`src/rtcc_pkg.sv`:
```
package rtcc_pkg;

  // ----------------------------------------------------------------
  // widths
  // ----------------------------------------------------------------
  localparam int CNT_W  = 20;               // prescale counter width
  localparam int BYTE_W = 8;                // register data width
  localparam int NBYTES = 3;                // bytes per counter value
  localparam int ADDR_W = 4;                // word address width
  localparam int DATA_W = 32;               // bus data width

  // ----------------------------------------------------------------
  // register word indices (byte address is four times the index)
  // ----------------------------------------------------------------
  localparam logic [ADDR_W-1:0] IDX_C1L  = 4'h0;  // cnt1_snap_low
  localparam logic [ADDR_W-1:0] IDX_C1M  = 4'h1;  // cnt1_snap_mid
  localparam logic [ADDR_W-1:0] IDX_C1H  = 4'h2;  // cnt1_snap_high
  localparam logic [ADDR_W-1:0] IDX_C2L  = 4'h3;  // cnt2_snap_low
  localparam logic [ADDR_W-1:0] IDX_C2M  = 4'h4;  // cnt2_snap_mid
  localparam logic [ADDR_W-1:0] IDX_C2H  = 4'h5;  // cnt2_snap_high
  localparam logic [ADDR_W-1:0] IDX_CMPL = 4'h6;  // second_cmp_low
  localparam logic [ADDR_W-1:0] IDX_CMPM = 4'h7;  // second_cmp_mid
  localparam logic [ADDR_W-1:0] IDX_CMPH = 4'h8;  // second_cmp_high
  localparam logic [ADDR_W-1:0] IDX_CTL1 = 4'h9;  // clock_ctrl_one
  localparam logic [ADDR_W-1:0] IDX_CTL2 = 4'hA;  // clock_ctrl_two
  localparam logic [ADDR_W-1:0] IDX_STAT = 4'hB;  // clock_state_reg

  // byte lane numbers inside a counter value
  localparam logic [1:0] BYTE_L = 2'h0;
  localparam logic [1:0] BYTE_M = 2'h1;
  localparam logic [1:0] BYTE_H = 2'h2;

  // ----------------------------------------------------------------
  // reset values and window settings
  // ----------------------------------------------------------------
  localparam logic [CNT_W-1:0] CMP_RST = 20'hFFFFF;  // full count
  localparam logic [1:0] WSEL_DIRECT = 2'h0;         // window = input level
  localparam logic [1:0] WSEL_1S     = 2'h1;
  localparam logic [1:0] WSEL_4S     = 2'h2;
  localparam logic [1:0] WSEL_16S    = 2'h3;
  localparam logic [4:0] EDGES_1S    = 5'h01;        // reference periods
  localparam logic [4:0] EDGES_4S    = 5'h04;
  localparam logic [4:0] EDGES_16S   = 5'h10;

  // ----------------------------------------------------------------
  // register layouts, bit 0 first from the right
  // ----------------------------------------------------------------
  typedef struct packed {
    logic cnt1_measure_en;
    logic cnt1_run_en;
  } rtcc_ctrl1_s;

  typedef struct packed {
    logic [1:0] window_width_sel;
    logic       ref_input_select;
    logic       cnt2_measure_en;
    logic       cnt2_run_en;
  } rtcc_ctrl2_s;

  typedef struct packed {
    logic cnt2_measure_active;
    logic cnt1_measure_active;
    logic cnt2_running_flag;
    logic cnt1_running_flag;
  } rtcc_stat_s;

  localparam rtcc_ctrl1_s CTRL1_RST = '0;
  localparam rtcc_ctrl2_s CTRL2_RST = '0;

  // window generator states
  typedef enum logic [1:0] {
    WIN_IDLE = 2'b00,
    WIN_WAIT = 2'b01,
    WIN_OPEN = 2'b10,
    WIN_DONE = 2'b11
  } rtcc_win_e;

endpackage

```
`src/rtcc_cmp.sv`:
```
`timescale 1ns/10ps
module rtcc_cmp import rtcc_pkg::*; #(
  parameter int NB = NBYTES
) (
  // clock and reset
  input  wire logic             clk,
  input  wire logic             arst_n,
  // write side
  input  wire logic [NB-1:0]    byte_wr,
  input  wire logic [BYTE_W-1:0] wdata,
  input  wire logic             load,
  // buffer and active values
  output logic      [CNT_W-1:0] buf_val,
  output logic      [CNT_W-1:0] act_val
);

  // ----------------------------------------------------------------
  // two-stage compare register
  // ----------------------------------------------------------------
  localparam int                 VW    = NB * BYTE_W;
  localparam logic [CNT_W-1:0]   ONES  = '1;
  localparam logic [VW-1:0]      VMASK = VW'(ONES);     // implemented bits
  localparam logic [VW-1:0]      VRST  = VW'(CMP_RST);

  logic [VW-1:0] buf_q;  // software-written stage
  logic [VW-1:0] act_q;  // stage compared with counter 1

  if (VW < CNT_W) begin : g_chk
    $error("rtcc_cmp: NB bytes do not cover the counter width");
  end

  for (genvar k = 0; k < NB; k++) begin : g_byte
    // each byte moves on its own, so a half-done update mixes bytes
    always_ff @(posedge clk or negedge arst_n) begin
      if (!arst_n) begin
        buf_q[k*BYTE_W +: BYTE_W] <= VRST[k*BYTE_W +: BYTE_W];
        act_q[k*BYTE_W +: BYTE_W] <= VRST[k*BYTE_W +: BYTE_W];
      end else begin
        if (byte_wr[k]) begin
          buf_q[k*BYTE_W +: BYTE_W] <= wdata & VMASK[k*BYTE_W +: BYTE_W];
        end
        if (load) begin
          // taken over on a match or whenever stopped
          act_q[k*BYTE_W +: BYTE_W] <= buf_q[k*BYTE_W +: BYTE_W];
        end
      end
    end
  end

  assign buf_val = buf_q[CNT_W-1:0];
  assign act_val = act_q[CNT_W-1:0];

endmodule

```
`src/rtcc_sync.sv`:
```
`timescale 1ns/10ps
module rtcc_sync import rtcc_pkg::*; #(
  parameter int W = 3
) (
  // clock and reset
  input  wire logic         clk,
  input  wire logic         arst_n,
  // pins and synchronised copies
  input  wire logic [W-1:0] async_in,
  output logic      [W-1:0] sync_out
);

  // ----------------------------------------------------------------
  // two flip-flop synchroniser
  // ----------------------------------------------------------------
  logic [W-1:0] meta_q;  // first stage, read only by the second

  if (W < 1) begin : g_chk
    $error("rtcc_sync: W must be at least 1");
  end

  // both stages reset to low
  always_ff @(posedge clk or negedge arst_n) begin
    if (!arst_n) begin
      meta_q   <= '0;
      sync_out <= '0;
    end else begin
      meta_q   <= async_in;
      sync_out <= meta_q;
    end
  end

endmodule

```
`src/rtcc_top.sv`:
```
`timescale 1ns/10ps
// Function
// - low read captures all counter 1 bytes
// - counter 1 snapshot changes only on low read
// - low read captures all counter 2 bytes
// - compare value double-buffered, loads at match
// - stopped clock: compare write applies immediately
// - compare bytes transfer together at match
// - reset sets compare to full count
// - measurement counts only while window high
// - select bit zero picks external reference
// - width field picks direct, 1, 4, 16 s
// - counter 1 output can window counter 2
// - window fall clears running flag, stops counter
// - up to one clock error per edge
// - 20-bit counters, match advances seconds
// - high snapshot bits 7..4 read zero
module rtcc_top import rtcc_pkg::*; (
  // clock and reset
  input  wire logic              clk,
  input  wire logic              arst_n,
  // avalon-mm slave
  input  wire logic [ADDR_W-1:0] address,
  input  wire logic              read,
  input  wire logic              write,
  input  wire logic [DATA_W-1:0] writedata,
  input  wire logic [3:0]        byteenable,
  output logic      [DATA_W-1:0] readdata,
  output logic                   waitrequest,
  // pins
  input  wire logic              ref_window_pin,
  input  wire logic              hf_src_pin,
  input  wire logic              lf_src_pin,
  // towards the calendar
  output logic                   sec_tick
);

  // ----------------------------------------------------------------
  // declarations
  // ----------------------------------------------------------------
  logic [2:0]        pins_s;          // synchronised {ref, hf, lf}
  logic [2:0]        pins_prev_q;     // previous synchronised levels
  logic              hf_tick;         // source edge for counter 1
  logic              lf_tick;         // source edge for counter 2
  logic              waitrequest_q;   // bus wait state
  logic [DATA_W-1:0] readdata_q;      // registered read data
  logic [BYTE_W-1:0] rd_d;            // read mux
  logic              rd_acc;          // read taken this edge
  logic              wr_take;         // write completes this edge
  rtcc_ctrl1_s       ctrl1_q;         // clock_ctrl_one
  rtcc_ctrl2_s       ctrl2_q;         // clock_ctrl_two
  rtcc_stat_s        stat;            // clock_state_reg view
  logic              done1_q;         // counter 1 measurement ended
  logic              done2_q;         // counter 2 measurement ended
  logic [CNT_W-1:0]  cnt1_q;          // prescale counter 1
  logic [CNT_W-1:0]  cnt2_q;          // prescale counter 2
  logic [CNT_W-1:0]  snap1_q;         // counter 1 snapshot
  logic [CNT_W-1:0]  snap2_q;         // counter 2 snapshot
  logic [CNT_W-1:0]  cmp_buf;         // written compare value
  logic [CNT_W-1:0]  cmp_act;         // active compare value
  logic [NBYTES-1:0] cmp_wr;          // compare byte write strobes
  logic              match1;          // one-second match
  logic              ovf1;            // counter 1 wrap in measurement
  logic              step1;           // counter 1 counts
  logic              step2;           // counter 2 counts
  logic              sec_tick_q;      // seconds pulse
  logic              sec_lvl_q;       // counter 1 output level
  rtcc_win_e         win_q;           // window generator state
  rtcc_win_e         win_d;
  logic [4:0]        ecnt_q;          // reference periods seen
  logic [4:0]        ecnt_d;
  logic              window;          // window pulse high
  logic              win_end;         // window falls
  logic              arm;             // some counter waits to measure
  logic              ref_lvl;         // selected window source level
  logic              ref_rise;        // selected window source edge

  // byte k of a counter value, unused high bits zero
  function automatic logic [BYTE_W-1:0] byte_of(input logic [CNT_W-1:0] v,
                                                input logic [1:0] k);
    logic [NBYTES*BYTE_W-1:0] w;
    w       = (NBYTES*BYTE_W)'(v);
    byte_of = w[{k, 3'h0} +: BYTE_W];
  endfunction

  // reference periods that make up one window
  function automatic logic [4:0] width_edges(input logic [1:0] sel);
    case (sel)
      WSEL_4S:  width_edges = EDGES_4S;
      WSEL_16S: width_edges = EDGES_16S;
      default:  width_edges = EDGES_1S;
    endcase
  endfunction

  // ----------------------------------------------------------------
  // pin synchronisers and edge detection
  // ----------------------------------------------------------------
  rtcc_sync #(.W(3)) u_sync (
    .clk      (clk),
    .arst_n   (arst_n),
    .async_in ({ref_window_pin, hf_src_pin, lf_src_pin}),
    .sync_out (pins_s)
  );

  // previous levels for rising edges
  always_ff @(posedge clk or negedge arst_n) begin
    if (!arst_n) begin
      pins_prev_q <= '0;
    end else begin
      pins_prev_q <= pins_s;
    end
  end

  assign hf_tick = pins_s[1] & ~pins_prev_q[1];
  assign lf_tick = pins_s[0] & ~pins_prev_q[0];

  // ----------------------------------------------------------------
  // avalon-mm slave: one wait cycle, then the answer
  // ----------------------------------------------------------------
  assign rd_acc  = read & waitrequest_q;
  assign wr_take = write & ~waitrequest_q & byteenable[0];

  // wait state drops for exactly one cycle per request
  always_ff @(posedge clk or negedge arst_n) begin
    if (!arst_n) begin
      waitrequest_q <= 1'b1;
    end else begin
      waitrequest_q <= ~((read | write) & waitrequest_q);
    end
  end

  // read mux, low bytes come live so they match the capture
  always_comb begin
    case (address)
      IDX_C1L:  rd_d = byte_of(cnt1_q, BYTE_L);
      IDX_C1M:  rd_d = byte_of(snap1_q, BYTE_M);
      IDX_C1H:  rd_d = byte_of(snap1_q, BYTE_H);
      IDX_C2L:  rd_d = byte_of(cnt2_q, BYTE_L);
      IDX_C2M:  rd_d = byte_of(snap2_q, BYTE_M);
      IDX_C2H:  rd_d = byte_of(snap2_q, BYTE_H);
      IDX_CMPL: rd_d = byte_of(cmp_buf, BYTE_L);
      IDX_CMPM: rd_d = byte_of(cmp_buf, BYTE_M);
      IDX_CMPH: rd_d = byte_of(cmp_buf, BYTE_H);
      IDX_CTL1: rd_d = BYTE_W'(ctrl1_q);
      IDX_CTL2: rd_d = BYTE_W'(ctrl2_q);
      IDX_STAT: rd_d = BYTE_W'(stat);
      default:  rd_d = '0;                         // unmapped reads zero
    endcase
  end

  // read data held until the next read
  always_ff @(posedge clk or negedge arst_n) begin
    if (!arst_n) begin
      readdata_q <= '0;
    end else if (rd_acc) begin
      readdata_q <= DATA_W'(rd_d);
    end
  end

  // snapshots move only on a low-byte read
  always_ff @(posedge clk or negedge arst_n) begin
    if (!arst_n) begin
      snap1_q <= '0;
      snap2_q <= '0;
    end else if (rd_acc) begin
      if (address == IDX_C1L) begin
        snap1_q <= cnt1_q;
      end
      if (address == IDX_C2L) begin
        snap2_q <= cnt2_q;
      end
    end
  end

  // control registers
  always_ff @(posedge clk or negedge arst_n) begin
    if (!arst_n) begin
      ctrl1_q <= CTRL1_RST;
      ctrl2_q <= CTRL2_RST;
    end else if (wr_take) begin
      if (address == IDX_CTL1) begin
        ctrl1_q <= rtcc_ctrl1_s'(writedata[$bits(rtcc_ctrl1_s)-1:0]);
      end
      if (address == IDX_CTL2) begin
        ctrl2_q <= rtcc_ctrl2_s'(writedata[$bits(rtcc_ctrl2_s)-1:0]);
      end
    end
  end

  // ----------------------------------------------------------------
  // compare register
  // ----------------------------------------------------------------
  assign cmp_wr = {wr_take & (address == IDX_CMPH),
                   wr_take & (address == IDX_CMPM),
                   wr_take & (address == IDX_CMPL)};

  rtcc_cmp #(.NB(NBYTES)) u_cmp (
    .clk     (clk),
    .arst_n  (arst_n),
    .byte_wr (cmp_wr),
    .wdata   (writedata[BYTE_W-1:0]),
    .load    (match1 | ~stat.cnt1_running_flag),
    .buf_val (cmp_buf),
    .act_val (cmp_act)
  );

  // ----------------------------------------------------------------
  // run and measurement flags
  // ----------------------------------------------------------------
  assign stat.cnt1_running_flag   = ctrl1_q.cnt1_run_en & ~done1_q;
  assign stat.cnt2_running_flag   = ctrl2_q.cnt2_run_en & ~done2_q;
  assign stat.cnt1_measure_active = stat.cnt1_running_flag & ctrl1_q.cnt1_measure_en;
  assign stat.cnt2_measure_active = stat.cnt2_running_flag & ctrl2_q.cnt2_measure_en;

  // end of window stops a measuring counter until its enable drops
  always_ff @(posedge clk or negedge arst_n) begin
    if (!arst_n) begin
      done1_q <= 1'b0;
      done2_q <= 1'b0;
    end else begin
      if (win_end & stat.cnt1_measure_active) begin
        done1_q <= 1'b1;
      end else if (!ctrl1_q.cnt1_run_en) begin
        done1_q <= 1'b0;
      end
      if (win_end & stat.cnt2_measure_active) begin
        done2_q <= 1'b1;
      end else if (!ctrl2_q.cnt2_run_en) begin
        done2_q <= 1'b0;
      end
    end
  end

  // ----------------------------------------------------------------
  // window pulse generator
  // ----------------------------------------------------------------
  // select zero takes the pin, one takes counter 1 output
  assign ref_lvl  = ctrl2_q.ref_input_select ? sec_lvl_q : pins_s[2];
  assign ref_rise = ctrl2_q.ref_input_select ? sec_tick_q
                                             : (pins_s[2] & ~pins_prev_q[2]);
  assign arm      = stat.cnt1_measure_active | stat.cnt2_measure_active;
  assign window   = (win_q == WIN_OPEN);
  assign win_end  = (win_q == WIN_OPEN) & (win_d == WIN_DONE);

  // next state: direct follows the level, others count periods
  always_comb begin
    win_d  = win_q;
    ecnt_d = ecnt_q;
    case (win_q)
      WIN_IDLE: begin
        if (arm) begin
          win_d = WIN_WAIT;
        end
      end
      WIN_WAIT: begin
        ecnt_d = '0;
        if (!arm) begin
          win_d = WIN_IDLE;
        end else if (ctrl2_q.window_width_sel == WSEL_DIRECT ? ref_lvl : ref_rise) begin
          win_d = WIN_OPEN;
        end
      end
      WIN_OPEN: begin
        if (!arm) begin
          win_d = WIN_IDLE;
        end else if (ctrl2_q.window_width_sel == WSEL_DIRECT) begin
          if (!ref_lvl) begin
            win_d = WIN_DONE;
          end
        end else if (ref_rise) begin
          ecnt_d = 5'(ecnt_q + 5'h01);
          if (ecnt_d == width_edges(ctrl2_q.window_width_sel)) begin
            win_d = WIN_DONE;
          end
        end
      end
      WIN_DONE: begin
        if (!arm) begin
          win_d = WIN_IDLE;
        end
      end
      default: win_d = WIN_IDLE;
    endcase
  end

  // window state
  always_ff @(posedge clk or negedge arst_n) begin
    if (!arst_n) begin
      win_q  <= WIN_IDLE;
      ecnt_q <= '0;
    end else begin
      win_q  <= win_d;
      ecnt_q <= ecnt_d;
    end
  end

  // ----------------------------------------------------------------
  // prescale counters
  // ----------------------------------------------------------------
  // a source edge near a window edge may be lost or gained
  assign step1  = stat.cnt1_running_flag & hf_tick
                & (~ctrl1_q.cnt1_measure_en | window);
  assign step2  = stat.cnt2_running_flag & lf_tick
                & (~ctrl2_q.cnt2_measure_en | window);
  assign match1 = stat.cnt1_running_flag & ~ctrl1_q.cnt1_measure_en & hf_tick & (cnt1_q == cmp_act);
  assign ovf1   = step1 & ctrl1_q.cnt1_measure_en & (&cnt1_q);

  // counter 1 restarts after each one-second match
  always_ff @(posedge clk or negedge arst_n) begin
    if (!arst_n) begin
      cnt1_q <= '0;
    end else if (match1) begin
      cnt1_q <= '0;
    end else if (step1) begin
      cnt1_q <= CNT_W'(cnt1_q + 1'b1);
    end
  end

  // counter 2 wraps freely
  always_ff @(posedge clk or negedge arst_n) begin
    if (!arst_n) begin
      cnt2_q <= '0;
    end else if (step2) begin
      cnt2_q <= CNT_W'(cnt2_q + 1'b1);
    end
  end

  // seconds pulse and counter 1 output level
  always_ff @(posedge clk or negedge arst_n) begin
    if (!arst_n) begin
      sec_tick_q <= 1'b0;
      sec_lvl_q  <= 1'b0;
    end else begin
      sec_tick_q <= match1 | ovf1;
      sec_lvl_q  <= sec_lvl_q ^ match1;
    end
  end

  assign readdata    = readdata_q;
  assign waitrequest = waitrequest_q;
  assign sec_tick    = sec_tick_q;

  // ----------------------------------------------------------------
  // checks
  // ----------------------------------------------------------------
  property p_snap1_cap;
    @(posedge clk) disable iff (!arst_n)
    (rd_acc && address == IDX_C1L) |=> (snap1_q == $past(cnt1_q));
  endproperty
  a_snap1_cap: assert property (p_snap1_cap) else $error("cnt1 snapshot missed");

  property p_snap1_hold;
    @(posedge clk) disable iff (!arst_n)
    !(rd_acc && address == IDX_C1L) |=> $stable(snap1_q);
  endproperty
  a_snap1_hold: assert property (p_snap1_hold) else $error("cnt1 snapshot moved");

  property p_snap2_cap;
    @(posedge clk) disable iff (!arst_n)
    (rd_acc && address == IDX_C2L) |=> (snap2_q == $past(cnt2_q));
  endproperty
  a_snap2_cap: assert property (p_snap2_cap) else $error("cnt2 snapshot missed");

  property p_cmp_hold;
    @(posedge clk) disable iff (!arst_n)
    (stat.cnt1_running_flag && !match1) |=> $stable(cmp_act);
  endproperty
  a_cmp_hold: assert property (p_cmp_hold) else $error("compare changed without match");

  property p_cmp_idle;
    @(posedge clk) disable iff (!arst_n)
    (!stat.cnt1_running_flag && cmp_wr[0]) |=>
      ##1 (cmp_act[BYTE_W-1:0] == $past(writedata[BYTE_W-1:0], 2));
  endproperty
  a_cmp_idle: assert property (p_cmp_idle) else $error("stopped write not applied");

  property p_gate;
    @(posedge clk) disable iff (!arst_n)
    (ctrl1_q.cnt1_measure_en && !window) |=> $stable(cnt1_q);
  endproperty
  a_gate: assert property (p_gate) else $error("cnt1 counted outside window");

  property p_end_stop;
    @(posedge clk) disable iff (!arst_n)
    (win_end && stat.cnt1_measure_active) |=> !stat.cnt1_running_flag ##1 $stable(cnt1_q);
  endproperty
  a_end_stop: assert property (p_end_stop) else $error("cnt1 ran after window end");

  property p_match;
    @(posedge clk) disable iff (!arst_n)
    match1 |=> (cnt1_q == '0) && sec_tick;
  endproperty
  a_match: assert property (p_match) else $error("match did not restart second");

  property p_high_zero;
    @(posedge clk) disable iff (!arst_n)
    (rd_acc && (address == IDX_C1H || address == IDX_C2H)) |=> (readdata[7:4] == 4'h0);
  endproperty
  a_high_zero: assert property (p_high_zero) else $error("high snapshot top bits set");

endmodule
```
`config.mk`:
```
export PLATFORM = sky130hd
export DESIGN_NAME = rtcc_top
export DESIGN_NICKNAME = d
export VERILOG_FILES = /design/src/rtcc_pkg.sv /design/src/rtcc_cmp.sv /design/src/rtcc_sync.sv /design/src/rtcc_top.sv
export SDC_FILE = /design/constraint.sdc
export NUM_CORES = 1
export LEC_CHECK = 0
export ABC_AREA = 1
export BUFFER_PORTS_ARGS = -buffer_cell sky130_fd_sc_hd__buf_2
export CORE_MARGIN = 1.5
export CORE_UTILIZATION = 53
export DETAILED_ROUTE_END_ITERATION = 12
export PLACE_DENSITY = 0.76
export REMOVE_ABC_BUFFERS = 1
export SETUP_SLACK_MARGIN = 0.02
export SYNTH_ARGS = -nofsm -noshare
export SYNTH_HDL_FRONTEND = slang
export SYNTH_SLANG_ARGS = --single-unit
```
`constraint.sdc`:
```
create_clock -name clk -period 1.5 [get_ports clk]
set_input_delay 0.3 -clock clk [delete_from_list [all_inputs] [get_ports clk]]
set_output_delay 0.3 -clock clk [all_outputs]
set_load 0.05 [all_outputs]
```
Yosys cells after proc, flatten, opt, wreduce, memory -nomap -nowiden
Index checks and enable logic that the tools add are counted.

word-level totals
  bits in registers = 156
  output and inout bits = 34
  word-level logic and storage cells = 137

cells by class
  $add $sub $neg = 3
  equality and inequality tests = 24
  muxes and demuxes = 29
  bitwise logic cells = 43
  reductions and logical operators = 11

operators with widths
  operator                                                         count
  8-bit one-hot mux with 12 select lines                           1
  20-bit by 1-bit adder with 20-bit output, second input constant  2
  20-bit 2-to-1 mux                                                2
  5-bit 2-to-1 mux                                                 7
  1-bit bitwise AND                                                26
  20-bit == test                                                   1
  5-bit one-hot mux with 2 select lines                            2
  20-bit AND reduction                                             1
  2-bit 2-to-1 mux                                                 9
  4-bit by 3-bit == test with 1-bit output, second input constant  4
  4-bit == test, second input constant                             4
  2-bit == test, second input constant                             5
  1-bit NOT                                                        10
  4-bit by 2-bit == test with 1-bit output, second input constant  2
  2-bit by 1-bit != test with 1-bit output, second input constant  4
  2-bit one-hot mux with 4 select lines                            1
  2-bit AND reduction                                              4
  1-bit 2-to-1 mux                                                 7
  1-bit OR                                                         6
  5-bit by 1-bit adder with 5-bit output, second input constant    1
  5-bit == test                                                    1
  4-bit by 1-bit == test with 1-bit output, second input constant  1
  2-bit logical NOT                                                2
  4-bit logical NOT                                                1
  5 further kinds                                                  6

Depth between registers and ports, before layout
Gate-level depths: netlist (run 1).

  depth after elaboration = 17
  mapped depth = 12
  gate-level depth less buffers = 11

By module
A second synthesis (run 1) with hierarchy kept.

second synthesis, totals
  cell total of the unflattened synthesis = 1030
  area, all modules = 7768.7 um^2

modules (own cells, without submodules)
  module     times used  cells each  area an instance (um^2)  sequential area each (um^2)
  rtcc_top   1           854         6049.6                   2353.5
  rtcc_cmp   1           170         1569.0                   1051.0
  rtcc_sync  1           6           150.1                    150.1

Least setup slack after synthesis (run 1)
No wires, ideal clock.

  path kind = flip-flop to flip-flop
  start point = register u_cmp.act_q[9], in the netlist u_cmp.act_val[9]
  end point = register cnt1_q[2]
  library setup time = 114 ps
  data arrival time = 1467 ps
  path slack = -81 ps
  stages on the path, launching flop included = 12
  period minus slack after synthesis = 1581 ps
  cells stage by stage = dfstp_2 > inv_1 > nand2_1 > o21ai_0 > nor2_1 > nand4_1 > nor2_2 > nand3_2 > buf_6 > buf_6 > nand3b_1 > inv_1

between the ends
  longest elaborated chain between the ends = 3

RTL lines
  what                                                            line             source
  start: declaration                                              rtcc_cmp.sv:26   logic [VW-1:0] act_q;
  start signal: indexed assignment                                rtcc_cmp.sv:37   act_q[k*BYTE_W +: BYTE_W] <= VRST[k*BYTE_W +: BYTE_W];
  start signal: indexed assignment                                rtcc_cmp.sv:44   act_q[k*BYTE_W +: BYTE_W] <= buf_q[k*BYTE_W +: BYTE_W];
  20-bit == test (*)                                              rtcc_top.sv:305  assign match1 = stat.cnt1_running_flag & ~ctrl1_q.cnt1_measure_en & hf_tick & (cnt1_q == cmp_act);
  1-bit bitwise AND (*)                                           rtcc_top.sv:305
  20-bit 2-to-1 mux / 2-bit nonzero test (equally long branches)  --
  end signal: assignment                                          rtcc_top.sv:315  cnt1_q <= CNT_W'(cnt1_q + 1'b1);
  end: declaration                                                rtcc_top.sv:55   logic [CNT_W-1:0] cnt1_q;

Every way passes the cells marked *; elsewhere a longest branch is shown, timed or not.
A chain may end at the register's enable or synchronous reset.

Worst setup path after layout (run 1)
  start point = register cnt1_q[7]
  end point = register cnt1_q[19]

between the ends
  longest elaborated chain between the ends = 3

RTL lines
  what                                                                               line
  20-bit by 1-bit adder with 20-bit output / 20-bit == test (equally long branches)  rtcc_top.sv:315, rtcc_top.sv:305
  20-bit 2-to-1 mux / 1-bit bitwise AND (equally long branches)                      rtcc_top.sv:314, rtcc_top.sv:305
  20-bit 2-to-1 mux / 2-bit nonzero test (equally long branches)                     --

Parallel ways exist; a longest one is shown, timed or not. The select of a mux whose other input is x is not followed.

==> results.py, run 1 <==
metrics = {
    "global_routing": {
        "grt-busiest-layer": "met2",
        "use_met1_pct": 41.0,
        "antenna_found_initial": 0,
        "grt_use_total_pct": 31.8,
        "grt_pass1_wl_mm": 35.6,
        "grt_pass1_vias": 7114,
        "overflow": 0,
        "grt_use_met2_pct": 51.9,
        "grt_max_degree": 36,
        "global_route.usage.met3_pct": 5.95,
    },
    "cts": {
        "cts_buffers": 17,
        "clock-sinks": 140,
        "htreeDepth": 4,
        "clk_path_buf_depth": 2,
        "clkSlewWorstSetupHoldPaths_ps": 60,
        "cts_root_buf": "clkbuf_16",
        "worstSkewPairLatency_ps": 430,
        "cts_tree": "done",
    },
    "synthesis": {
        "synth_area_sq_mm": 0.00747,
        "synth_top_family_by_area": "simple AND/OR/NAND/NOR gates",
        "synth-simple-area-share_pct": 30.0,
        "synth_ff_type": "dfrtp_1",
        "synth_area_per_cell_sq_um": 7.69,
        "synth-compound-area-share_pct": 8.56,
        "synth-edff-count": 0,
        "async_flop_share_pct": 100,
        "synthMuxAreaShare_pct": 0,
        "synth.top_cell.area_share_pct": 33.2,
        "synth_commonest_cells": "nand2_1 (304), inv_1 (125), dfrtp_1 (99)",
        "syn_inst": 972,
        "synth.distinct_cells": 44,
        "synthAdderAreaFrac_pct": 0.502,
        "synth_top_cells_by_area": "dfrtp_1 (33%), nand2_1 (15%), dfstp_2 (14%)",
        "ys_seq_area_share_pct": 47.6,
        "yosysMostFrequentCell": "nand2_1",
        "yosysTopAreaCell": "dfrtp_1",
        "ys_ff_latch": 140,
        "synth_xor_area_share_pct": 2.93,
        "yosysWarnings": 0,
    },
    "final_layout": {
        "seq_area_sq_mm": 0.00356,
        "area_growth_pct": 37.2,
        "multiInputGateArea_sq_mm": 0.00370,
        "drive_gt1_share_pct": 34.5,
        "fillers": 924,
        "layout.nets": 1229,
        "layout.cells.non_filler": 1372,
        "antennaDiodeCount": 0,
    },
    "timing": {
        "period_share_pct": 126,
        "fmax_mhz": 529,
        "fin_skew_ps": 9.48,
        "setup_viol": 53,
        "layout_setup_ws_ps": -390,
        "finalMaxSlewViolations": 0,
        "fin_crit_ps": 1890,
        "rsz0062_at_grt": "true",
        "hold_viol": 0,
    },
    "die": {
        "die_w_microns": 122,
        "die_y_microns": 122,
        "dieArea_sq_mm": 0.0148,
        "ios": 81,
        "core_sq_mm": 0.0138,
        "num_rows": 43,
        "start_util_pct": 54.0,
    },
    "detailed_routing": {
        "first_iter_violations": 762,
        "totalWireLength_mm": 24.5,
        "via_per_inst": 5.55,
        "drt-pass1-iter-count": 5,
        "wl_per_cell_microns": 17.9,
        "via_count": 7613,
        "drc": 0,
        "ant_nets": 0,
    },
    "worst_hold_path": {
        "hold_class": "in -> reg",
        "whs_path_depth": 2,
    },
    "placed_design": {
        "portBuffers": 29,
        "place_ws_ps": -230,
        "dp_cells": 1317,
        "dpl.hpwl_mm": 16.0,
        "gp_congestion": 0.953,
    },
    "setup_path": {
        "slowest_delay_ps": 450,
        "cp_num_buf_inv": 2,
        "critical_path_required_ps": 1860,
        "path_cells": "buf_4, nand2_1, nor2_1, nand2_1, nor3_1, nand2_1, nand2_1, nand2_1, inv_1, nand3_1, nand2_1",
        "endpoint": "cnt1_q[19]$_DFFE_PN0P_",
        "cp-startpoint": "cnt1_q[7]$_DFFE_PN0P_",
        "r2r_start": "cnt1_q[7]$_DFFE_PN0P_",
        "end_kind": "flop",
        "critPathArrivalTime_ps": 2250,
        "worst-r2r-cell-count": 11,
        "worst_path_dominant_cell_family": "simple AND/OR/NAND/NOR gates",
        "setup.worst_path.start_class": "flop",
        "path_class": "reg -> reg",
        "critPathMaxFanout": 4,
        "rr_endpoint": "cnt1_q[19]$_DFFE_PN0P_",
        "crit_slowest_cell": "dfrtp_1",
        "timing.critical_path.mode_cell": "nand2_1",
        "worst-path-stages": 11,
        "r2r_setup_slack_ps": -390,
    },
    "pwr": {
        "p_seq_share_pct": 39.9,
        "p_sw_w": 0.00350,
        "clockPowerShare_pct": 37.1,
        "power.density_cell_area_mw_per_mm2": 1110,
        "p_int_w": 0.00787,
        "peakVddDrop_uv": 839,
        "comb_power_share_pct": 23.0,
        "swShare_pct": 30.8,
        "total_leakage_power_nw": 5.00,
    },
    "job": {
        "maxCapViolations": 0,
    },
    "status": {
        "outcome": "finished, violations left",
        "violations": "negative setup slack",
    },
}
-- worst register-to-register path, stage by stage (launching register included) --
cell and delay, ps:
dfrtp_1 450, buf_4 170, nand2_1 110, nor2_1 140, nand2_1 100, nor3_1 320
nand2_1 130, nand2_1 100, nand2_1 60, inv_1 70, nand3_1 80, nand2_1 90
-- worst min path at each step --
stage	startpoint	end	slack [ps]
6_report	read	waitrequest$_DFF_PN1_	50
5_1_grt	read	waitrequest$_DFF_PN1_	60
4_1_cts	read	waitrequest$_DFF_PN1_	50
3_5_place_dp	arst_n	ecnt_q[3]$_DFFE_PN0P_	210
3_3_place_gp	arst_n	cnt1_q[19]$_DFFE_PN0P_	210
2_1_floorplan	arst_n	cnt1_q[0]$_DFFE_PN0P_	4
-- kinds of logic after synthesis --
family / count (synthesis)
XOR/XNOR: 25
flip-flops: 140
AND/OR/NAND/NOR: 518
buffers and inverters: 170
adder cells (fa/ha/maj): 3
other: 1
AO/OA/AOI/OAI: 115
-- layout by cell type, fill, tap and decap left out, types with 13 or more instances in the layout --
master / netlist / layout
nand2_1: 304 / 267
buf_4: 26 / 152
inv_1: 125 / 111
dfrtp_1: 99 / 95
nor2_1: 79 / 68
o21ai_0: 73 / 63
nand3_1: 68 / 51
dfstp_2: 41 / 41
nand2_2: 2 / 31
buf_2: 1 / 27
nand4_1: 25 / 25
conb_1: 1 / 24
xor2_1: 21 / 20
clkbuf_16: 0 / 19
inv_2: 4 / 15
nand3_2: 1 / 15
nor2_2: 8 / 13
-- final cells by class --
| type | instances | share of cell area, % |
|---|---|---|
| clock buffer | 21 | 4.59 |
| tap | 180 | 2.20 |
| clock inverter | 11 | 1.14 |
| inverter | 129 | 4.80 |
| sequential | 140 | 34.7 |
| timing repair buffer | 206 | 16.4 |
| multi-input combinational | 685 | 36.1 |
-- through the flow --
| step | utilization [%] | instance area, sq um | total power, W | hold slack, ps | setup TNS (ps) |
|---|---|---|---|---|---|
| finish | 74.1 | 10300 | 0.0114 | 50.5 | -11470 |
| global route | 74.1 | 10300 | 0.0117 | 60.8 | -15600 |
| CTS | 70.6 | 9770 | 0.0110 | 46.7 | -8260 |
| detailed placement | 64.2 | 8870 | 0.00669 | 214 | -9010 |
| global placement | 64.2 | 8870 | 0.00663 | 215 | -6950 |
| floorplan | - | 7270 | 0.00565 | 4.41 | -25010 |
-- layer usage --
layer  share of wire, %  wire length, microns
met1                 38                  9390
met2                 49                 12000
met3                8.5                  2070
met4                4.5                  1090
met5                  0                     0
-- state kept, by name, indices dropped and copies added, names as in the netlist, 2 cells and up --
name             cells
cnt1_q              20
cnt2_q              20
u_cmp.act_val       20
u_cmp.buf_val       20
snap1_q             12
snap2_q             12
readdata             8
ctrl2_q              5
ecnt_q               5
pins_prev_q          3
u_sync.meta_q        3
u_sync.sync_out      3
ctrl1_q              2
win_q                2
-- repair_timing --
item	4_1_cts	5_1_grt
endpoints found under the setup margin	60	72
endpoints found under the hold margin	21	0
hold buffers	4	0
cloned	1	2
setup buffers	11	12
resized for setup	48	116
pin swaps	17	33
-- power groups by stage --
stage                     clock network [W]  registers, W  logic, W
after floorplan                           0       0.00455   0.00110
after global routing                0.00436       0.00456   0.00281
final                               0.00422       0.00453   0.00262
after detailed placement                  0       0.00453   0.00216
after global placement                    0       0.00452   0.00212
after CTS                           0.00418       0.00448   0.00231
(Power assumes the default switching activity.)
==> inputs of run 2 (changes only) <==
--- a/config.mk
+++ b/config.mk
@@ -10,7 +10,7 @@
 export CORE_MARGIN = 1.5
 export CORE_UTILIZATION = 53
 export DETAILED_ROUTE_END_ITERATION = 12
-export PLACE_DENSITY = 0.76
+export PLACE_DENSITY = 0.73
 export REMOVE_ABC_BUFFERS = 1
 export SETUP_SLACK_MARGIN = 0.02
 export SYNTH_ARGS = -nofsm -noshare
==> constraint.sdc (replaced) <==
create_clock -name clk -period 2.2 [get_ports clk]
set_input_delay 0.44 -clock clk [delete_from_list [all_inputs] [get_ports clk]]
set_output_delay 0.44 -clock clk [all_outputs]
set_load 0.05 [all_outputs]
==> run 2 against run 1 <==
Compared with the run above:
- the run now ends clean
- utilization down 13 points
- first-iteration DRC count down 25%
- hold slack better by 58 ps
- sequential power down 32%
- register-to-register slack better by 750 ps
- worst setup slack better by 750 ps
- clock skew up 0.72 ps
- via count down 16%
- critical path depth down 2
- clock power down 29%
- critical path type unchanged
- highest routed layer unchanged
==> results.py, run 2 (synthesis results as in run 1) <==
metrics = {
    "timing": {
        "period_share_pct": 83.8,
        "fin_skew_ps": 10.2,
        "fin_crit_ps": 1840,
        "layout_setup_ws_ps": 357,
        "hold_viol": 0,
        "fmax_mhz": 543,
        "setup_viol": 0,
        "setup_tns_ps": 0,
        "rsz0062_at_grt": "false",
        "finalMaxSlewViolations": 0,
        "max_slew_margin_pct": 65.2,
        "worstMarginPinSlew_ps": 522,
    },
    "detailed_routing": {
        "via_count": 6422,
        "first_iter_violations": 573,
        "drc": 0,
        "wl_per_cell_microns": 15.7,
        "totalWireLength_mm": 19.1,
        "drt-pass1-iter-count": 5,
        "ant_nets": 0,
        "via_per_inst": 5.29,
    },
    "final_layout": {
        "fillers": 1239,
        "postLayoutCoreUtil_pct": 61.1,
        "drive_gt1_share_pct": 13.8,
        "area_growth_pct": 13.0,
        "antennaDiodeCount": 0,
        "mostFrequentLayoutCells": "nand2_1 (304), inv_1 (125), dfrtp_1 (99), nor2_1 (79), o21ai_0 (73)",
        "seq_area_sq_mm": 0.00355,
        "layout.cells.non_filler": 1215,
        "post-route-cell-area_sq_mm": 0.00845,
        "final_common_cell": "nand2_1",
        "multiInputGateArea_sq_mm": 0.00323,
        "layout.nets": 1072,
    },
    "placed_design": {
        "dp_cells": 1182,
        "place_ws_ps": 331,
        "portBuffers": 29,
        "gp_congestion": 0.955,
        "dpl-instance-area_sq_mm": 0.00782,
        "dpl.hpwl_mm": 14.2,
    },
    "setup_path": {
        "critical_path_required_ps": 2570,
        "worst-r2r-cell-count": 9,
        "rr_endpoint": "u_cmp.act_val[9]$_DFFE_PN1P_",
        "endpoint": "u_cmp.act_val[9]$_DFFE_PN1P_",
        "r2r_setup_slack_ps": 360,
        "end_kind": "flop",
        "path_class": "reg -> reg",
        "critPathArrivalTime_ps": 2220,
        "critPathMaxFanout": 20,
        "cp_num_buf_inv": 2,
        "r2r_start": "u_cmp.act_val[13]$_DFFE_PN1P_",
        "slowest_delay_ps": 570,
        "worst-path-stages": 9,
        "setup.worst_path.start_class": "flop",
        "worst_path_dominant_cell_family": "simple AND/OR/NAND/NOR gates",
        "crit_slowest_cell": "dfstp_2",
        "cp-startpoint": "u_cmp.act_val[13]$_DFFE_PN1P_",
        "path_cells": "inv_1, nand2_1, nand2_1, nor4_4, nand3_2, nand2_1, buf_12, nand2_1, nand2_1",
        "timing.critical_path.mode_cell": "nand2_1",
    },
    "cts": {
        "worstSkewPairLatency_ps": 430,
        "cts_root_buf": "clkbuf_16",
        "cts_tree": "done",
        "clkSlewWorstSetupHoldPaths_ps": 60,
        "cts_buffers": 17,
        "clock-sinks": 140,
        "post_cts_buffers": 0,
        "htreeDepth": 4,
        "clk_path_buf_depth": 2,
    },
    "global_routing": {
        "grt_pass1_wl_mm": 31.4,
        "grt_max_degree": 54,
        "overflow": 0,
        "grt_use_total_pct": 28.1,
        "grt_pass1_vias": 6165,
        "antenna_found_initial": 0,
    },
    "die": {
        "dieArea_sq_mm": 0.0148,
        "die_w_microns": 122,
        "start_util_pct": 54.0,
        "ios": 81,
        "die_y_microns": 122,
        "num_rows": 43,
        "core_sq_mm": 0.0138,
    },
    "worst_hold_path": {
        "hp-start": "ref_window_pin",
        "hold_class": "in -> reg",
    },
    "job": {
        "maxCapViolations": 0,
    },
    "pwr": {
        "power.density_cell_area_mw_per_mm2": 855,
        "total_leakage_power_nw": 4.09,
        "peakVddDrop_uv": 629,
    },
    "status": {
        "outcome": "finished, final reports clean",
    },
}
[run 2: where the power goes]
part | switching [W] | leakage, nW | internal, W
Clock | 0.00120 | 0.289 | 0.00181
Sequential | 0.000205 | 1.77 | 0.00288
Combinational | 0.000767 | 2.03 | 0.000357
Total | 0.00217 | 4.09 | 0.00505
[run 2: metrics by stage]
step                hold slack, ps  total power, W
finish                         108         0.00722
detailed placement             339         0.00423
global placement               334         0.00421
global route                  92.2         0.00754
floorplan                      144         0.00385
CTS                           97.7         0.00724
[run 2: routing by layer]
metal  share of wire (%)  up-vias  GRT usage [%]
met1                  44     2997           37.3
li1                    -     3161              -
met3                 6.0       50           5.71
met5                   0        -              0
met2                  47      214           44.3
met4                 3.6        0           13.6
[run 2: area by class of cell]
| class | count | area share, % |
|---|---|---|
| Clock inverter | 13 | 2.12 |
| Multi-Input combinational cell | 685 | 38.2 |
| Sequential cell | 140 | 42.1 |
| Timing Repair Buffer | 49 | 4.04 |
| Clock buffer | 19 | 5.13 |
| Inverter | 129 | 5.73 |
| Tap cell | 180 | 2.67 |
[run 2: repair_timing]
item	in CTS	in global routing
gates resized for setup	0	0
hold endpoints to repair	22	0
hold buffers	1	0
[run 2: worst min-delay path by stage]
stage               cells past startpoint  slack (ps)                            to
floorplan                               0         140         cnt1_q[0]$_DFFE_PN0P_
global placement                        0         330  u_sync.sync_out[0]$_DFF_PN0_
detailed placement                      0         340  u_sync.sync_out[2]$_DFF_PN0_
CTS                                     1         100    u_sync.meta_q[2]$_DFF_PN0_
global route                            1          90    u_sync.meta_q[2]$_DFF_PN0_
finish                                  1         110    u_sync.meta_q[2]$_DFF_PN0_
==> inputs of run 3 (changes only) <==
--- a/config.mk
+++ b/config.mk
@@ -10,7 +10,7 @@
 export CORE_MARGIN = 1.5
 export CORE_UTILIZATION = 53
 export DETAILED_ROUTE_END_ITERATION = 12
-export PLACE_DENSITY = 0.73
+export PLACE_DENSITY = 0.76
 export REMOVE_ABC_BUFFERS = 1
 export SETUP_SLACK_MARGIN = 0.02
 export SYNTH_ARGS = -nofsm -noshare
==> constraint.sdc (replaced) <==
create_clock -name clk -period 1.6 [get_ports clk]
set_input_delay 0.32 -clock clk [delete_from_list [all_inputs] [get_ports clk]]
set_output_delay 0.32 -clock clk [all_outputs]
set_load 0.05 [all_outputs]
==> run 3 against run 2 <==
Compared with the run above:
- the run now ends with negative setup slack left
- power grew 45%
- sequential share of layout area decreased by 5.6 points
- clock skew rose by 0.54 ps
- global-route usage is 1.8 points higher
- sequential cell count unchanged
- worst setup slack got worse by 580 ps
- maximum frequency is 1.3% higher
- utilization grew 9.4 points
- hold slack lost 55 ps
- combinational power is 96% higher
- critical path depth is 1 higher
==> results.py, run 3 (synthesis results as in run 1) <==
metrics = {
    "detailed_routing": {
        "via_count": 7239,
        "wl_per_cell_microns": 16.1,
        "totalWireLength_mm": 21.7,
        "drt-pass1-iter-count": 5,
        "ant_nets": 0,
        "drc": 0,
        "first_iter_violations": 639,
        "via_per_inst": 5.38,
    },
    "cts": {
        "htreeDepth": 4,
        "clkSlewWorstSetupHoldPaths_ps": 60,
        "clk_path_buf_depth": 2,
        "cts_root_buf": "clkbuf_16",
        "cts_tree": "done",
        "clock-sinks": 140,
        "cts_buffers": 17,
        "worstSkewPairLatency_ps": 430,
    },
    "timing": {
        "setup_tns_ps": -5390,
        "fin_skew_ps": 10.7,
        "hold_viol": 0,
        "fin_crit_ps": 1820,
        "rsz0062_at_grt": "true",
        "setup_viol": 46,
        "finalMaxSlewViolations": 0,
        "fmax_mhz": 550,
        "layout_setup_ws_ps": -218,
        "period_share_pct": 114,
    },
    "job": {
        "maxCapViolations": 0,
    },
    "pwr": {
        "p_int_w": 0.00727,
        "swShare_pct": 30.4,
        "p_sw_w": 0.00317,
        "clockPowerShare_pct": 38.4,
        "peakVddDrop_uv": 874,
        "total_leakage_power_nw": 4.81,
        "p_seq_share_pct": 40.5,
        "finalPower_w": 0.0104,
        "comb_power_share_pct": 21.1,
        "power.density_cell_area_mw_per_mm2": 1070,
    },
    "global_routing": {
        "grt-busiest-layer": "met2",
        "grt_pass1_vias": 6683,
        "grt_use_met2_pct": 50.1,
        "global_route.usage.met3_pct": 4.96,
        "grt_use_total_pct": 29.9,
        "antenna_found_initial": 0,
        "use_met1_pct": 38.4,
        "grt_pass1_wl_mm": 33.5,
        "grt_max_degree": 39,
        "overflow": 0,
    },
    "die": {
        "start_util_pct": 54.0,
        "num_rows": 43,
        "die_y_microns": 122,
        "die_w_microns": 122,
        "dieArea_sq_mm": 0.0148,
        "core_sq_mm": 0.0138,
        "ios": 81,
    },
    "status": {
        "outcome": "finished, violations left",
        "violations": "negative setup slack",
    },
    "placed_design": {
        "portBuffers": 29,
        "dpl.hpwl_mm": 15.3,
        "gp_congestion": 0.951,
    },
    "setup_path": {
        "slowest_delay_ps": 430,
        "path_class": "reg -> reg",
        "critPathArrivalTime_ps": 2180,
        "worst-r2r-cell-count": 10,
        "rr_endpoint": "u_cmp.act_val[4]$_DFFE_PN1P_",
        "path_cells": "buf_6, xor2_2, nor2_1, nand3_1, nor2_2, nand3_4, nand2_4, clkbuf_16, nand2_1, nand2_1",
        "r2r_start": "cnt1_q[4]$_DFFE_PN0P_",
        "crit_slowest_cell": "dfrtp_1",
        "critPathMaxFanout": 5,
        "timing.critical_path.mode_cell": "nand2_1",
        "critical_path_required_ps": 1960,
        "setup.worst_path.start_class": "flop",
        "r2r_setup_slack_ps": -220,
        "end_kind": "flop",
    },
    "final_layout": {
        "fillers": 1072,
        "layout.nets": 1202,
        "area_growth_pct": 30.5,
        "antennaDiodeCount": 0,
        "final_common_cell": "nand2_1",
        "drive_gt1_share_pct": 28.7,
        "mostFrequentLayoutCells": "nand2_1 (277), buf_4 (131), inv_1 (116), dfrtp_1 (96), nor2_1 (71)",
    },
    "worst_hold_path": {
        "whs_path_depth": 2,
        "hold_class": "in -> reg",
        "hp-start": "read",
        "min_to": "waitrequest$_DFF_PN1_",
    },
}
run 3: changes by cell type in the layout (fill, tap and decap cells not counted), moves of 7 or more:
cell,before,now
nor2_1,79,71
inv_1,125,116
buf_6,1,8
nand2_2,2,24
inv_2,4,13
buf_4,16,131
nand2_1,304,277
run 3: critical path, delay by kind of cell (launching register included):
| family | cells | cell delay (ps) |
|---|---|---|
| buffers and inverters | 2 | 320 |
| flip-flops | 1 | 430 |
| AND/OR/NAND/NOR | 7 | 860 |
| XOR/XNOR | 1 | 140 |
run 3: how the worst max path moves through the flow:
stage	from	to	depth (start not counted)
after floorplan	u_cmp.act_val[0]$_DFFE_PN1P_	u_cmp.act_val[0]$_DFFE_PN1P_	8
after global placement	u_cmp.act_val[9]$_DFFE_PN1P_	u_cmp.act_val[13]$_DFFE_PN1P_	11
after detailed placement	u_cmp.act_val[9]$_DFFE_PN1P_	u_cmp.act_val[15]$_DFFE_PN1P_	11
after CTS	u_cmp.act_val[9]$_DFFE_PN1P_	u_cmp.act_val[19]$_DFFE_PN1P_	11
after global routing	cnt1_q[1]$_DFFE_PN0P_	u_cmp.act_val[4]$_DFFE_PN1P_	11
final	cnt1_q[4]$_DFFE_PN0P_	u_cmp.act_val[4]$_DFFE_PN1P_	10
run 3: repair_timing:
action / 4_1_cts / 5_1_grt
resized for setup: 34 / 56
gates cloned: 1 / 2
buffers inserted: 6 / 13
pin swaps: 3 / 22
hold buffers: 4 / 0
endpoints found under the hold margin: 21 / 0
setup endpoints to repair: 50 / 61
run 3: layout make-up:
class	count	area (sq um)	area share, %
sequential	140	3560	36.5
multi-input combinational	685	3480	35.7
timing repair buffer	179	1410	14.4
inverter	129	484	4.97
clock buffer	21	460	4.72
tap	180	225	2.31
clock inverter	11	133	1.36
run 3: power groups by stage:
stage	clock [W]	combinational, W	sequential [W]
after floorplan	0	0.00103	0.00426
after global placement	0	0.00187	0.00424
after detailed placement	0	0.00190	0.00426
after CTS	0.00406	0.00202	0.00421
after global routing	0.00419	0.00240	0.00427
final	0.00401	0.00220	0.00423
run 3: stage by stage:
stage	utilization (%)	hold slack [ps]	setup slack, ps	cells	cell area (sq um)
after floorplan	-	24.4	-565	954	7270
after global placement	62.6	232	-78.1	1287	8650
after CTS	68.2	29.3	-110	1330	9440
after global routing	70.5	73.4	-276	1345	9750
final	70.5	53.5	-218	1345	9750
after detailed placement	62.6	228	-101	1287	8650
run 3: per-layer routing:
| metal | vias to the layer above | wire (microns) |
|---|---|---|
| met2 | 290 | 10900 |
| met1 | 3453 | 8880 |
| met5 | - | 0 |
| li1 | 3429 | - |
| met3 | 67 | 1180 |
| met4 | 0 | 773 |
